**src/cfac_pkg.sv**
```systemverilog
// Package of constants and types for the condition flag and alignment block.
package cfac_pkg;

  // ****************************************
  // Flag positions in the status word
  // ****************************************
  localparam int FLAG_NEG = 3;
  localparam int FLAG_ZERO = 2;
  localparam int FLAG_CARRY = 1;
  localparam int FLAG_OVF = 0;
  localparam logic [3:0] FLAGS_RESET = 4'h0;

  // ****************************************
  // Program counter offsets
  // ****************************************
  localparam logic [31:0] PC_READ_OFFSET = 32'h0000_0004;
  localparam int PC_ALIGN_BIT = 1;
  localparam logic [31:0] NARROW_STEP = 32'h0000_0002;
  localparam logic [31:0] WIDE_STEP = 32'h0000_0004;

  // ****************************************
  // Condition codes
  // ****************************************
  typedef enum logic [3:0] {
    COND_EQUAL = 4'h0,
    COND_NOT_EQUAL = 4'h1,
    COND_CARRY_SET = 4'h2,
    COND_CARRY_CLEAR = 4'h3,
    COND_NEGATIVE = 4'h4,
    COND_POSITIVE = 4'h5,
    COND_OVF_SET = 4'h6,
    COND_OVF_CLEAR = 4'h7,
    COND_HIGHER = 4'h8,
    COND_LOWER_SAME = 4'h9,
    COND_GREATER_EQUAL = 4'hA,
    COND_LESS = 4'hB,
    COND_GREATER = 4'hC,
    COND_LESS_EQUAL = 4'hD,
    COND_ALWAYS = 4'hE
  } cfac_cond_type;

  // ****************************************
  // Flag-setting operation classes
  // ****************************************
  typedef enum logic [2:0] {
    OP_NONE = 3'h0,
    OP_ADD = 3'h1,
    OP_SUB = 3'h2,
    OP_COMPARE = 3'h3,
    OP_COMPARE_NEGATIVE = 3'h4,
    OP_LOGIC = 3'h5
  } cfac_op_type;

  // ****************************************
  // Load and store kinds
  // ****************************************
  typedef enum logic [3:0] {
    MEM_LOAD_WORD = 4'h0,
    MEM_STORE_WORD = 4'h1,
    MEM_LOAD_HALF = 4'h2,
    MEM_STORE_HALF = 4'h3,
    MEM_LOAD_SHALF = 4'h4,
    MEM_LOAD_BYTE = 4'h5,
    MEM_STORE_BYTE = 4'h6,
    MEM_LOAD_SBYTE = 4'h7,
    MEM_LOAD_DUAL = 4'h8,
    MEM_STORE_DUAL = 4'h9,
    MEM_LOAD_MULTI = 4'hA,
    MEM_STORE_MULTI = 4'hB,
    MEM_LOAD_EXCL = 4'hC,
    MEM_STORE_EXCL = 4'hD
  } cfac_mem_op_type;

endpackage

```
**src/cfac_chk_if.sv**
```systemverilog
// Interface joining the core stage to the condition and alignment checkers.
interface cfac_chk_if;
  logic [3:0] flags;
  cfac_pkg::cfac_cond_type cond;
  logic pass;
  cfac_pkg::cfac_mem_op_type mem_op;
  logic [31:0] addr;
  logic trap_en;
  logic aligned;
  logic fault;

  modport core (
    output flags, cond, mem_op, addr, trap_en,
    input pass, aligned, fault
  );
  modport cond_side (
    input flags, cond,
    output pass
  );
  modport align_side (
    input mem_op, addr, trap_en,
    output aligned, fault
  );
endinterface

```
**src/cfac_align_check.sv**
```systemverilog
// Address alignment checker for loads and stores.
module cfac_align_check (
  cfac_chk_if.align_side chk
);
  logic permitted;

  // ****************************************
  // Alignment and fault decision
  // ****************************************
  always_comb begin
    permitted = 1'b0;
    unique case (chk.mem_op)
      cfac_pkg::MEM_LOAD_BYTE,
      cfac_pkg::MEM_STORE_BYTE,
      cfac_pkg::MEM_LOAD_SBYTE: chk.aligned = 1'b1;
      cfac_pkg::MEM_LOAD_HALF,
      cfac_pkg::MEM_STORE_HALF,
      cfac_pkg::MEM_LOAD_SHALF: begin
        chk.aligned = !chk.addr[0];
        permitted = 1'b1;
      end
      cfac_pkg::MEM_LOAD_WORD,
      cfac_pkg::MEM_STORE_WORD: begin
        chk.aligned = (chk.addr[1:0] == 2'h0);
        permitted = 1'b1;
      end
      default: chk.aligned = (chk.addr[1:0] == 2'h0);
    endcase
    // Permitted unaligned forms still trap when software asks for it.
    chk.fault = !chk.aligned && (!permitted || chk.trap_en);
  end
endmodule

```
**src/cfac_cond_eval.sv**
```systemverilog
// Condition code evaluator against the committed flags.
module cfac_cond_eval (
  cfac_chk_if.cond_side chk
);
  logic n;
  logic z;
  logic c;
  logic v;

  // ****************************************
  // Decision
  // ****************************************
  always_comb begin
    n = chk.flags[cfac_pkg::FLAG_NEG];
    z = chk.flags[cfac_pkg::FLAG_ZERO];
    c = chk.flags[cfac_pkg::FLAG_CARRY];
    v = chk.flags[cfac_pkg::FLAG_OVF];
    unique case (chk.cond)
      cfac_pkg::COND_EQUAL: chk.pass = z;
      cfac_pkg::COND_NOT_EQUAL: chk.pass = !z;
      cfac_pkg::COND_CARRY_SET: chk.pass = c;
      cfac_pkg::COND_CARRY_CLEAR: chk.pass = !c;
      cfac_pkg::COND_NEGATIVE: chk.pass = n;
      cfac_pkg::COND_POSITIVE: chk.pass = !n;
      cfac_pkg::COND_OVF_SET: chk.pass = v;
      cfac_pkg::COND_OVF_CLEAR: chk.pass = !v;
      cfac_pkg::COND_HIGHER: chk.pass = c && !z;
      cfac_pkg::COND_LOWER_SAME: chk.pass = !c || z;
      cfac_pkg::COND_GREATER_EQUAL: chk.pass = (n == v);
      cfac_pkg::COND_LESS: chk.pass = (n != v);
      cfac_pkg::COND_GREATER: chk.pass = !z && (n == v);
      cfac_pkg::COND_LESS_EQUAL: chk.pass = z || (n != v);
      cfac_pkg::COND_ALWAYS: chk.pass = 1'b1;
      // The spare code is treated as always so a stray value never hangs the core.
      default: chk.pass = 1'b1;
    endcase
  end
endmodule

```
**src/cfac_top.sv**
```systemverilog
// Condition flags, conditional execution and alignment check stage.
//
// Operation
// - Byte always aligned; half and word need alignment.
// - Unaligned allowed only word, halfword, signed-halfword.
// - Other unaligned load or store raises misuse exception.
// - Trap enable makes every unaligned access fault.
// - Branches see current address plus four.
// - Other label users see plus four, bit one cleared.
// - Flags not updated keep their previous value.
// - Failed condition: no execute, write, flags, exception.
// - Condition applies only under if-then or branch.
// - Negative and zero flags follow the result.
// - Addition carry is unsigned carry out.
// - Subtraction carry is inverted borrow.
// - Shifting logic ops take last shifted-out bit.
// - Other logic ops leave carry unchanged.
// - Overflow when sign differs from infinite precision.
// - Compares set flags like subtract or add.
// - Flags update only when the set suffix given, or on compares.
// - Simple conditions test one flag each.
// - Higher is carry and not zero; complement.
// - Signed conditions compare negative with overflow.
// - Always passes and is the default.
// - Both narrow and wide encodings accepted.
module cfac_top (
  // Clock and reset
  input wire logic clock_in,
  input wire logic rstn_in,
  // Instruction issue
  input wire logic issue_valid_in,
  input wire logic [31:0] instr_addr_in,
  input wire logic instr_wide_in,
  input wire logic label_branch_in,
  // Condition
  input wire logic has_cond_in,
  input wire logic [3:0] cond_in,
  input wire logic if_then_prefix_in,
  input wire logic cond_branch_in,
  // Data processing
  input wire logic [2:0] op_class_in,
  input wire logic set_flags_in,
  input wire logic use_carry_in,
  input wire logic [31:0] operand_a_in,
  input wire logic [31:0] operand_b_in,
  input wire logic [31:0] logic_result_in,
  input wire logic shift_carry_valid_in,
  input wire logic shift_carry_in,
  input wire logic writes_dest_in,
  // Load and store
  input wire logic mem_valid_in,
  input wire logic [3:0] mem_op_in,
  input wire logic [31:0] mem_addr_in,
  input wire logic misalign_trap_enable_in,
  // Completion
  output logic done_valid_out,
  output logic executed_out,
  output logic squashed_out,
  output logic uncovered_cond_out,
  output logic [31:0] result_out,
  output logic dest_write_out,
  output logic [3:0] program_status_word_out,
  // Program counter
  output logic [31:0] pc_relative_out,
  output logic [31:0] next_pc_out,
  // Memory request
  output logic mem_req_out,
  output logic [31:0] mem_addr_out,
  output logic mem_unaligned_out,
  output logic misuse_exception_out
);

  // ****************************************
  // Checker connections
  // ****************************************
  cfac_chk_if chk ();

  cfac_cond_eval u_cond (
    .chk(chk)
  );

  cfac_align_check u_align (
    .chk(chk)
  );

  // ****************************************
  // Registered state
  // ****************************************
  logic [3:0] flags;
  logic done_valid;
  logic executed;
  logic squashed;
  logic uncovered_cond;
  logic [31:0] result;
  logic dest_write;
  logic [31:0] pc_relative;
  logic [31:0] next_pc;
  logic mem_req;
  logic [31:0] mem_addr;
  logic mem_unaligned;
  logic misuse_exception;

  logic [3:0] next_flags;
  logic next_done_valid;
  logic next_executed;
  logic next_squashed;
  logic next_uncovered_cond;
  logic [31:0] next_result;
  logic next_dest_write;
  logic [31:0] next_pc_relative;
  logic [31:0] next_next_pc;
  logic next_mem_req;
  logic [31:0] next_mem_addr;
  logic next_mem_unaligned;
  logic next_misuse_exception;

  // ****************************************
  // Working signals
  // ****************************************
  cfac_pkg::cfac_op_type op;
  logic cond_applies;
  logic run;
  logic fault;
  logic is_add;
  logic is_sub;
  logic discard;
  logic carry_in;
  logic [31:0] b_eff;
  logic [32:0] sum;
  logic [31:0] alu_result;
  logic [31:0] pc_plus;
  logic update_flags;
  logic [3:0] calc_flags;

  // ****************************************
  // Condition selection
  // ****************************************
  always_comb begin
    // A suffix outside an if-then block is not honoured, except on branches.
    cond_applies = has_cond_in && (if_then_prefix_in || cond_branch_in);
    chk.cond = cond_applies ? cfac_pkg::cfac_cond_type'(cond_in)
                            : cfac_pkg::COND_ALWAYS;
    // Flags register already holds the last committed update.
    chk.flags = flags;
    chk.mem_op = cfac_pkg::cfac_mem_op_type'(mem_op_in);
    chk.addr = mem_addr_in;
    chk.trap_en = misalign_trap_enable_in;
  end

  // ****************************************
  // Adder and flag computation
  // ****************************************
  always_comb begin
    op = cfac_pkg::cfac_op_type'(op_class_in);
    is_add = (op == cfac_pkg::OP_ADD) || (op == cfac_pkg::OP_COMPARE_NEGATIVE);
    is_sub = (op == cfac_pkg::OP_SUB) || (op == cfac_pkg::OP_COMPARE);
    discard = (op == cfac_pkg::OP_COMPARE) || (op == cfac_pkg::OP_COMPARE_NEGATIVE);
    // Subtraction adds the inverse; carry in is one, or the flag with carry.
    b_eff = is_sub ? ~operand_b_in : operand_b_in;
    if (use_carry_in) begin
      carry_in = flags[cfac_pkg::FLAG_CARRY];
    end else begin
      carry_in = is_sub;
    end
    sum = {1'b0, operand_a_in} + {1'b0, b_eff} + {32'h0000_0000, carry_in};
    alu_result = (is_add || is_sub) ? sum[31:0] : logic_result_in;
    calc_flags = flags;
    if (is_add || is_sub) begin
      // Carry out equals no-borrow when the subtrahend was inverted.
      calc_flags[cfac_pkg::FLAG_CARRY] = sum[32];
      calc_flags[cfac_pkg::FLAG_OVF] = (operand_a_in[31] == b_eff[31]) &&
                                       (sum[31] != operand_a_in[31]);
    end else if (shift_carry_valid_in) begin
      calc_flags[cfac_pkg::FLAG_CARRY] = shift_carry_in;
    end
    // Without a shift the carry stays as it was.
    calc_flags[cfac_pkg::FLAG_NEG] = alu_result[31];
    calc_flags[cfac_pkg::FLAG_ZERO] = (alu_result == 32'h0000_0000);
  end

  // ****************************************
  // Execute decision and outputs
  // ****************************************
  always_comb begin
    run = issue_valid_in && chk.pass;
    fault = run && mem_valid_in && chk.fault;
    // Compares always set flags; others only with the suffix.
    update_flags = run && !fault && (op != cfac_pkg::OP_NONE) &&
                   (set_flags_in || discard);
    next_done_valid = issue_valid_in;
    next_executed = run;
    next_squashed = issue_valid_in && !chk.pass;
    next_uncovered_cond = issue_valid_in && has_cond_in && !cond_applies;
    next_result = run ? alu_result : result;
    next_dest_write = run && writes_dest_in && !discard && !fault;
    next_mem_req = run && mem_valid_in && !fault;
    next_mem_addr = mem_valid_in ? mem_addr_in : mem_addr;
    next_mem_unaligned = run && mem_valid_in && !chk.aligned;
    next_misuse_exception = fault;
    pc_plus = instr_addr_in + cfac_pkg::PC_READ_OFFSET;
    if (label_branch_in) begin
      next_pc_relative = pc_plus;
    end else begin
      next_pc_relative = pc_plus;
      next_pc_relative[cfac_pkg::PC_ALIGN_BIT] = 1'b0;
    end
    // Both encoding widths step the sequential address.
    next_next_pc = instr_addr_in + (instr_wide_in ? cfac_pkg::WIDE_STEP
                                                  : cfac_pkg::NARROW_STEP);
    if (!issue_valid_in) begin
      next_pc_relative = pc_relative;
      next_next_pc = next_pc;
    end
  end

  // ****************************************
  // Flag state
  // ****************************************
  always_comb begin
    // A squashed or faulting instruction leaves every flag as it was.
    next_flags = update_flags ? calc_flags : flags;
  end

  always_ff @(posedge clock_in or negedge rstn_in) begin
    if (!rstn_in) begin
      flags <= cfac_pkg::FLAGS_RESET;
    end else begin
      flags <= next_flags;
    end
  end

  // ****************************************
  // Completion registers
  // ****************************************
  always_ff @(posedge clock_in or negedge rstn_in) begin
    if (!rstn_in) begin
      done_valid <= 1'b0;
      executed <= 1'b0;
      squashed <= 1'b0;
      uncovered_cond <= 1'b0;
      result <= 32'h0000_0000;
      dest_write <= 1'b0;
    end else begin
      done_valid <= next_done_valid;
      executed <= next_executed;
      squashed <= next_squashed;
      uncovered_cond <= next_uncovered_cond;
      result <= next_result;
      dest_write <= next_dest_write;
    end
  end

  // ****************************************
  // Program counter registers
  // ****************************************
  // Both values hold while nothing issues, so a stalled stage still shows them.
  always_ff @(posedge clock_in or negedge rstn_in) begin
    if (!rstn_in) begin
      pc_relative <= 32'h0000_0000;
      next_pc <= 32'h0000_0000;
    end else begin
      pc_relative <= next_pc_relative;
      next_pc <= next_next_pc;
    end
  end

  // ****************************************
  // Memory request registers
  // ****************************************
  // The request pulses once; the address stays for the load and store unit.
  always_ff @(posedge clock_in or negedge rstn_in) begin
    if (!rstn_in) begin
      mem_req <= 1'b0;
      mem_addr <= 32'h0000_0000;
      mem_unaligned <= 1'b0;
      misuse_exception <= 1'b0;
    end else begin
      mem_req <= next_mem_req;
      mem_addr <= next_mem_addr;
      mem_unaligned <= next_mem_unaligned;
      misuse_exception <= next_misuse_exception;
    end
  end

  // ****************************************
  // Output drive
  // ****************************************
  assign done_valid_out = done_valid;
  assign executed_out = executed;
  assign squashed_out = squashed;
  assign uncovered_cond_out = uncovered_cond;
  assign result_out = result;
  assign dest_write_out = dest_write;
  assign program_status_word_out = flags;
  assign pc_relative_out = pc_relative;
  assign next_pc_out = next_pc;
  assign mem_req_out = mem_req;
  assign mem_addr_out = mem_addr;
  assign mem_unaligned_out = mem_unaligned;
  assign misuse_exception_out = misuse_exception;

endmodule
```
**config.mk**
```make
export PLATFORM = sky130hd
export DESIGN_NAME = cfac_top
export DESIGN_NICKNAME = d
export VERILOG_FILES = /design/src/cfac_pkg.sv /design/src/cfac_chk_if.sv /design/src/cfac_align_check.sv /design/src/cfac_cond_eval.sv /design/src/cfac_top.sv
export SDC_FILE = /design/constraint.sdc
export NUM_CORES = 1
export LEC_CHECK = 0
export ABC_AREA = 1
export BUFFER_PORTS_ARGS = -buffer_cell sky130_fd_sc_hd__buf_2
export CAP_MARGIN = 20
export CORE_MARGIN = 4
export CORE_UTILIZATION = 45
export DETAILED_ROUTE_END_ITERATION = 8
export PLACE_DENSITY_LB_ADDON = 0.25
export SLEW_MARGIN = 20
export SYNTH_ARGS = -nofsm -noshare
export SYNTH_HDL_FRONTEND = slang
export SYNTH_SLANG_ARGS = --single-unit
```
**constraint.sdc**
```tcl
create_clock -name clock_in -period 6.1 [get_ports clock_in]
set_input_delay 0.915 -clock clock_in [delete_from_list [all_inputs] [get_ports clock_in]]
set_output_delay 0.915 -clock clock_in [all_outputs]
set_load 0.02 [all_outputs]
```
# [Yosys cells after proc, flatten, opt, wreduce, memory -nomap -nowiden]
# Cells that the tools add are included.
[op_classes] add_sub_neg=4 mux=11 n_bitwise=1 eq_ne=28 n_reduce_logical=50
[ops] op="$mux 32" n=2
[ops] op="$add 32x32->33" n=1
[ops] op="$add 33x1->33" n=1
[ops] op="$add 32x3->32" n=1
[ops] op="$add 32x3->32 const B" n=1
[ops] op="$eq 4x3->1 const B" n=8
[ops] op="$logic_not 32->1" n=1
[ops] op="$not 32->32" n=1
[ops] op="$eq 4x4->1 const B" n=6
[ops] op="$logic_and 1x1->1" n=19
[ops] op="$eq 4x2->1 const B" n=4
[ops] op="$pmux 1 s14" n=1
[ops] op="$logic_not 1->1" n=11
[ops] op="$logic_or 1x1->1" n=9
[ops] op="$eq 4x1->1 const B" n=2
[ops] op="$logic_not 4->1" n=2
[ops] op="$eq 3x2->1 const B" n=2
[ops] op="$reduce_or 3->1" n=2
[ops] op="$reduce_or 5->1" n=1
[ops] op="$mux 1" n=4
[ops] op="$mux 4" n=1
[ops] op="$reduce_and 2->1" n=2
[ops] op="$eq 3x1->1 const B" n=1
[ops] op="$eq 3x3->1 const B" n=1
[ops] op="8 further kinds" n=10
[totals] word_cells=109 out_inout_bits=140 reg_bits=140 inputBits=186

# [Longest topological paths before layout]
[depth] word_depth=13 ltp_mapped=23 depth_no_buf=23

# [Cells and area by module]
# Synthesis repeated with hierarchy kept, for this count alone.
[unflattened] hier_cells=1391 area_unflattened_um2=9699.3
[by_module_without_submodules] module="cfac_top" area_per_inst_um2=9430.3 instances=1 cells_per_inst=1325 seq_area_each_um2=3478.3
[by_module_without_submodules] module="cfac_cond_eval" area_per_inst_um2=205.2 instances=1 cells_per_inst=50 seq_area_each_um2=0.0
[by_module_without_submodules] module="cfac_align_check" area_per_inst_um2=63.8 instances=1 cells_per_inst=16 seq_area_each_um2=0.0

# [Worst setup path before layout]
# Ideal clock, no wire load.
[synth_timing] path_kind="input-to-reg" startpoint="in op_class_in[2]" endpoint="reg flags[2], in the netlist program_status_word_out[2]" stages=20 setup_time_ns=0.065 setup_slack_ns=2.835 n_path_buf=0 arrival_time_ns=3.200 required_ns=6.035 path_cell_list="inv_1 > nand2_2 > xor2_1 > fa_1 > fa_1 > inv_1 > nand3_1 > nand3_1 > nand2_1 > nand2_1 > nand2_1 > nand3_1 > nand2_1 > nand3_1 > nand2_1 > nor2_1 > nand2_1 > nor2_1 > nand4_1 > nand2_1"
[synth_via] elab_chain_len=7 word_cells_on_any_way=18 cone_classes="2 x add/sub; 4 x eq/ne; 3 x mux; 9 x reduce/logical"
[synth_lines] element="start: declaration" line="cfac_top.sv:41" text="input wire logic [2:0] op_class_in,"
[synth_lines] element="$eq 3x2->1, on equally long branches" line="cfac_top.sv:156, cfac_top.sv:157"
[synth_lines] element="$logic_or 1x1->1" line="cfac_top.sv:156" text="is_sub = (op == cfac_pkg::OP_SUB) || (op == cfac_pkg::OP_COMPARE);"
[synth_lines] element="$mux 32" line="cfac_top.sv:159" text="b_eff = is_sub ? ~operand_b_in : operand_b_in;"
[synth_lines] element="$add 32x32->33" line="cfac_top.sv:165" text="sum = {1'b0, operand_a_in} + {1'b0, b_eff} + {32'h0000_0000, carry_in};"
[synth_lines] element="$add 33x1->33" line="cfac_top.sv:165"
[synth_lines] element="$mux 32" line="cfac_top.sv:166" text="alu_result = (is_add || is_sub) ? sum[31:0] : logic_result_in;"
[synth_lines] element="$logic_not 32->1" line="cfac_top.sv:178" text="calc_flags[cfac_pkg::FLAG_ZERO] = (alu_result == 32'h0000_0000);"
[synth_lines] element="end signal: assignment" line="cfac_top.sv:226" text="flags <= cfac_pkg::FLAGS_RESET;"
[synth_lines] element="end signal: assignment" line="cfac_top.sv:228" text="flags <= next_flags;"
[synth_lines] element="end: declaration" line="cfac_top.sv:89" text="logic [3:0] flags;"
# Several ways; a longest one is shown, not always the timed one.
# A chain may end at the register's enable or synchronous reset.

# [Final worst setup path]
# Ends and elaborated chain as after synthesis.

==> out/metrics.cfg <==
[worst_hold_path]
min_path_type = register to register
min_path_cells = 2
worstHoldEndpoint = next_pc_out[1]$_DFFE_PN0P_
hold_start = next_pc_out[1]$_DFFE_PN0P_

[setup_path]
critical_path_class = input pin to register
path_cells = buf_2 > inv_1 > nand2_2 > xor2_1 > fa_1 > fa_1 > inv_1 > nand3_1 > nand3_1 > nand2_1 > nand2_1 > o21ai_0 > o21bai_1 > nand3_1 > nor2_1 > nand2_1 > nor2_1 > nand4_1 > nand2_1
critical_path.top_delay_family = simple AND/OR/NAND/NOR gates
r2r_slack_ps = 2900
arrival_ps = 4250
crit_required_ps = 6450
cp-start-kind = input pin
worst-path-buf-inv = 3
critPathSlowestCell = fa_1
worst_path_largest_cell_delay_ps = 470
end_kind = register
r2r_end = program_status_word_out[2]$_DFFE_PN0P_
path_common_cell = nand2_1
r2r_start = program_status_word_out[1]$_DFFE_PN0P_
cp_max_fo = 20
worstRegToRegCells = 16

[global_routing]
antenna_found_initial = 0
grt_pass1_vias = 9658
overflow = 0
grt_start_max_net_pins = 78
grt.total_usage_pct = 25.67
grt_pass1_wl_mm = 50.14

[outcome]
run_status = completed

[logic_synthesis]
async_flop_share_pct = 100.0
ys_types = 38
syn_area_per_cell_um2 = 6.650
ys_top_cells_by_count = nand2_1, inv_1, dfrtp_1, nor2_1, nand3_1
synth_area_um2 = 9888
syn_inst = 1487
synth_top_cell_by_area = dfrtp_1
seq_area_frac_synth_pct = 35.18
ys_ff_latch = 139
synth_edf_count = 0
synth.most_common_cell = nand2_1
synth_nets = 1710
synthFlopType = dfrtp_1
yosysWarnings = 0
synth.area.top_cells = dfrtp_1, nand2_1, inv_1
synth_top_area_share_pct = 35.18

[detailed_routing]
drc = 0
wl_per_cell_um = 15.37
postRouteAntennaNets = 0
dr.pass1.iters = 5
vias = 10410
drt_iter0_drc = 727
viasPerCell = 4.994
drt-total-wl_mm = 32.02

[finish]
fill_cells = 2081
antennaDiodeCount = 0
final_cell_count_no_fill = 2084
drive_gt1_share_pct = 21.28
syn2layout_area_growth_pct = 24.40
nets = 2022
multiInputGateArea_um2 = 5477
regArea_um2 = 3478

[clocking]
clockBufferDepth = 2
numCtsBuffers = 17
postCtsSetupBuffers = 0
cts_resized = 0
cts.htree.levels = 4
clockRootBuffer = clkbuf_16
worstSkewPairLatency_ps = 410
clkSlewWorstSetupHoldPaths_ps = 60
cts.sinks = 139
cts_tree = yes
hold_buffers = 0

[sta]
worstMarginPinSlew_ps = 793.5
slew_viol_final = 0
hold_viol_final = 0
skew_ps = 7.594
setup-tns-final_ps = 0
fin_crit_sh_pct = 63.92
slew_headroom_pct = 46.77
timing.fmax_mhz = 256.5
rsz0062_at_grt = false
period_needed_ps = 3899
setup_violations = 0

[power_and_ir_drop]
ir_worst_vdd_v = 0.0001772
leakagePower_nw = 6.806
power_density_nw_per_um2 = 265.7

[floorplanning]
die_area_um2 = 24410
die_w_um = 156.2
initial_core_util_pct = 46.45
die_y_um = 156.2
placementRows = 53
pin_count = 326
coreArea_um2 = 21290

[placement]
place_congestion = 0.9850
dp_cells = 2055
dp_hpwl_mm = 26.25
port_buffers = 325

[job]
maxCapViolations = 0

[layout by cell type, fill, tap and decap left out, drive strengths merged]
master,Yosys,layout
o21ai,82,82
o21bai,1,1
buf,12,330
ha,34,34
nor2,139,139
bufinv,0,2
dfrtp,139,139
clkbuf,25,18
xnor2,39,39
nor3b,1,1
xor2,47,47
or2,4,4
nor4,5,5
mux2i,2,2
nand3,79,79
a21oi,23,23
clkinv,2,5
o31ai,1,1
nand3b,6,6
nand4,22,22
a31oi,27,27
inv,203,205
clkinvlp,0,4
o211ai,4,4
nand2,566,566
and2,4,4
fa,3,3
nor3,17,17
[flip-flops by register name, summed over array words and instances, names as in the netlist]
name	count
mem_addr_out	32
pc_relative_out	32
result_out	32
next_pc_out	31
program_status_word_out	4
dest_write_out	1
done_valid_out	1
executed_out	1
mem_req_out	1
mem_unaligned_out	1
misuse_exception_out	1
squashed_out	1
uncovered_cond_out	1
[cells by family after synthesis]
kind of cell	after synthesis	share of synthesized area, %
AND/OR/NAND/NOR	843	35.18
buffers and inverters	242	9.439
flip-flops	139	35.18
AO/OA/AOI/OAI	138	7.478
XOR/XNOR	86	7.617
adder cells (fa/ha/maj)	37	4.910
multiplexers	2	0.2025
[per-layer routing]
layer	global-route usage, %	wire length (µm)	share of wire [%]	up-vias
li1	-	-	-	5261
met1	36.41	14150	44	4634
met2	40.53	14270	45	472
met3	5.337	3029	9.5	40
met4	6.198	570	1.8	0
met5	0	0	0	-
[area by class of cell]
class	instances	area share (%)
inverters	205	6.256
repair buffers	330	13.58
flip-flops and latches	139	28.28
well taps	275	2.797
multi-input cells	1106	44.52
clock buffers	18	3.570
clock inverters	11	0.9969
[how the worst max path moves through the flow]
stage,from,to,slack (ps),depth (start not counted)
final,op_class_in[2],program_status_word_out[2]$_DFFE_PN0P_,2200,19
after global routing,op_class_in[2],program_status_word_out[2]$_DFFE_PN0P_,1960,19
after CTS,op_class_in[2],program_status_word_out[2]$_DFFE_PN0P_,2270,19
after detailed placement,op_class_in[2],program_status_word_out[2]$_DFFE_PN0P_,1830,19
after global placement,op_class_in[2],program_status_word_out[2]$_DFFE_PN0P_,1950,21
after floorplan,op_class_in[2],program_status_word_out[2]$_DFFE_PN0P_,2840,20
[worst reg2reg max path: stages (launching register included)]
cell      delay (ps)
dfrtp_1          600
a21oi_1          150
fa_1             430
fa_1             410
inv_1            140
nand3_1           90
nand3_1          140
nand2_1           90
nand2_1          130
o21ai_0          100
o21bai_1         210
nand3_1          110
nor2_1           110
nand2_1           60
nor2_1           190
nand4_1          120
nand2_1           70
[per-stage QoR]
stage | util, % | instance area, µm² | setup WS (ps) | hold WS (ps) | power (W)
finish | 57.79 | 12300 | 2201 | 469.1 | 0.003269
global route | 57.79 | 12300 | 1959 | 486.1 | 0.003471
CTS | 57.79 | 12300 | 2271 | 468.6 | 0.003290
detailed placement | 55.15 | 11740 | 1831 | 452.9 | 0.002284
global placement | 55.15 | 11740 | 1947 | 449.9 | 0.002272
floorplan | - | 9888 | 2835 | 581.0 | 0.001861
[where the power goes]
part           leakage [nW]  internal (W)  switching (W)
Combinational          4.86      0.000377       0.000745
Clock                 0.266      0.000605       0.000392
Sequential             1.68       0.00105      0.0000969
(Power assumes the default switching activity.)
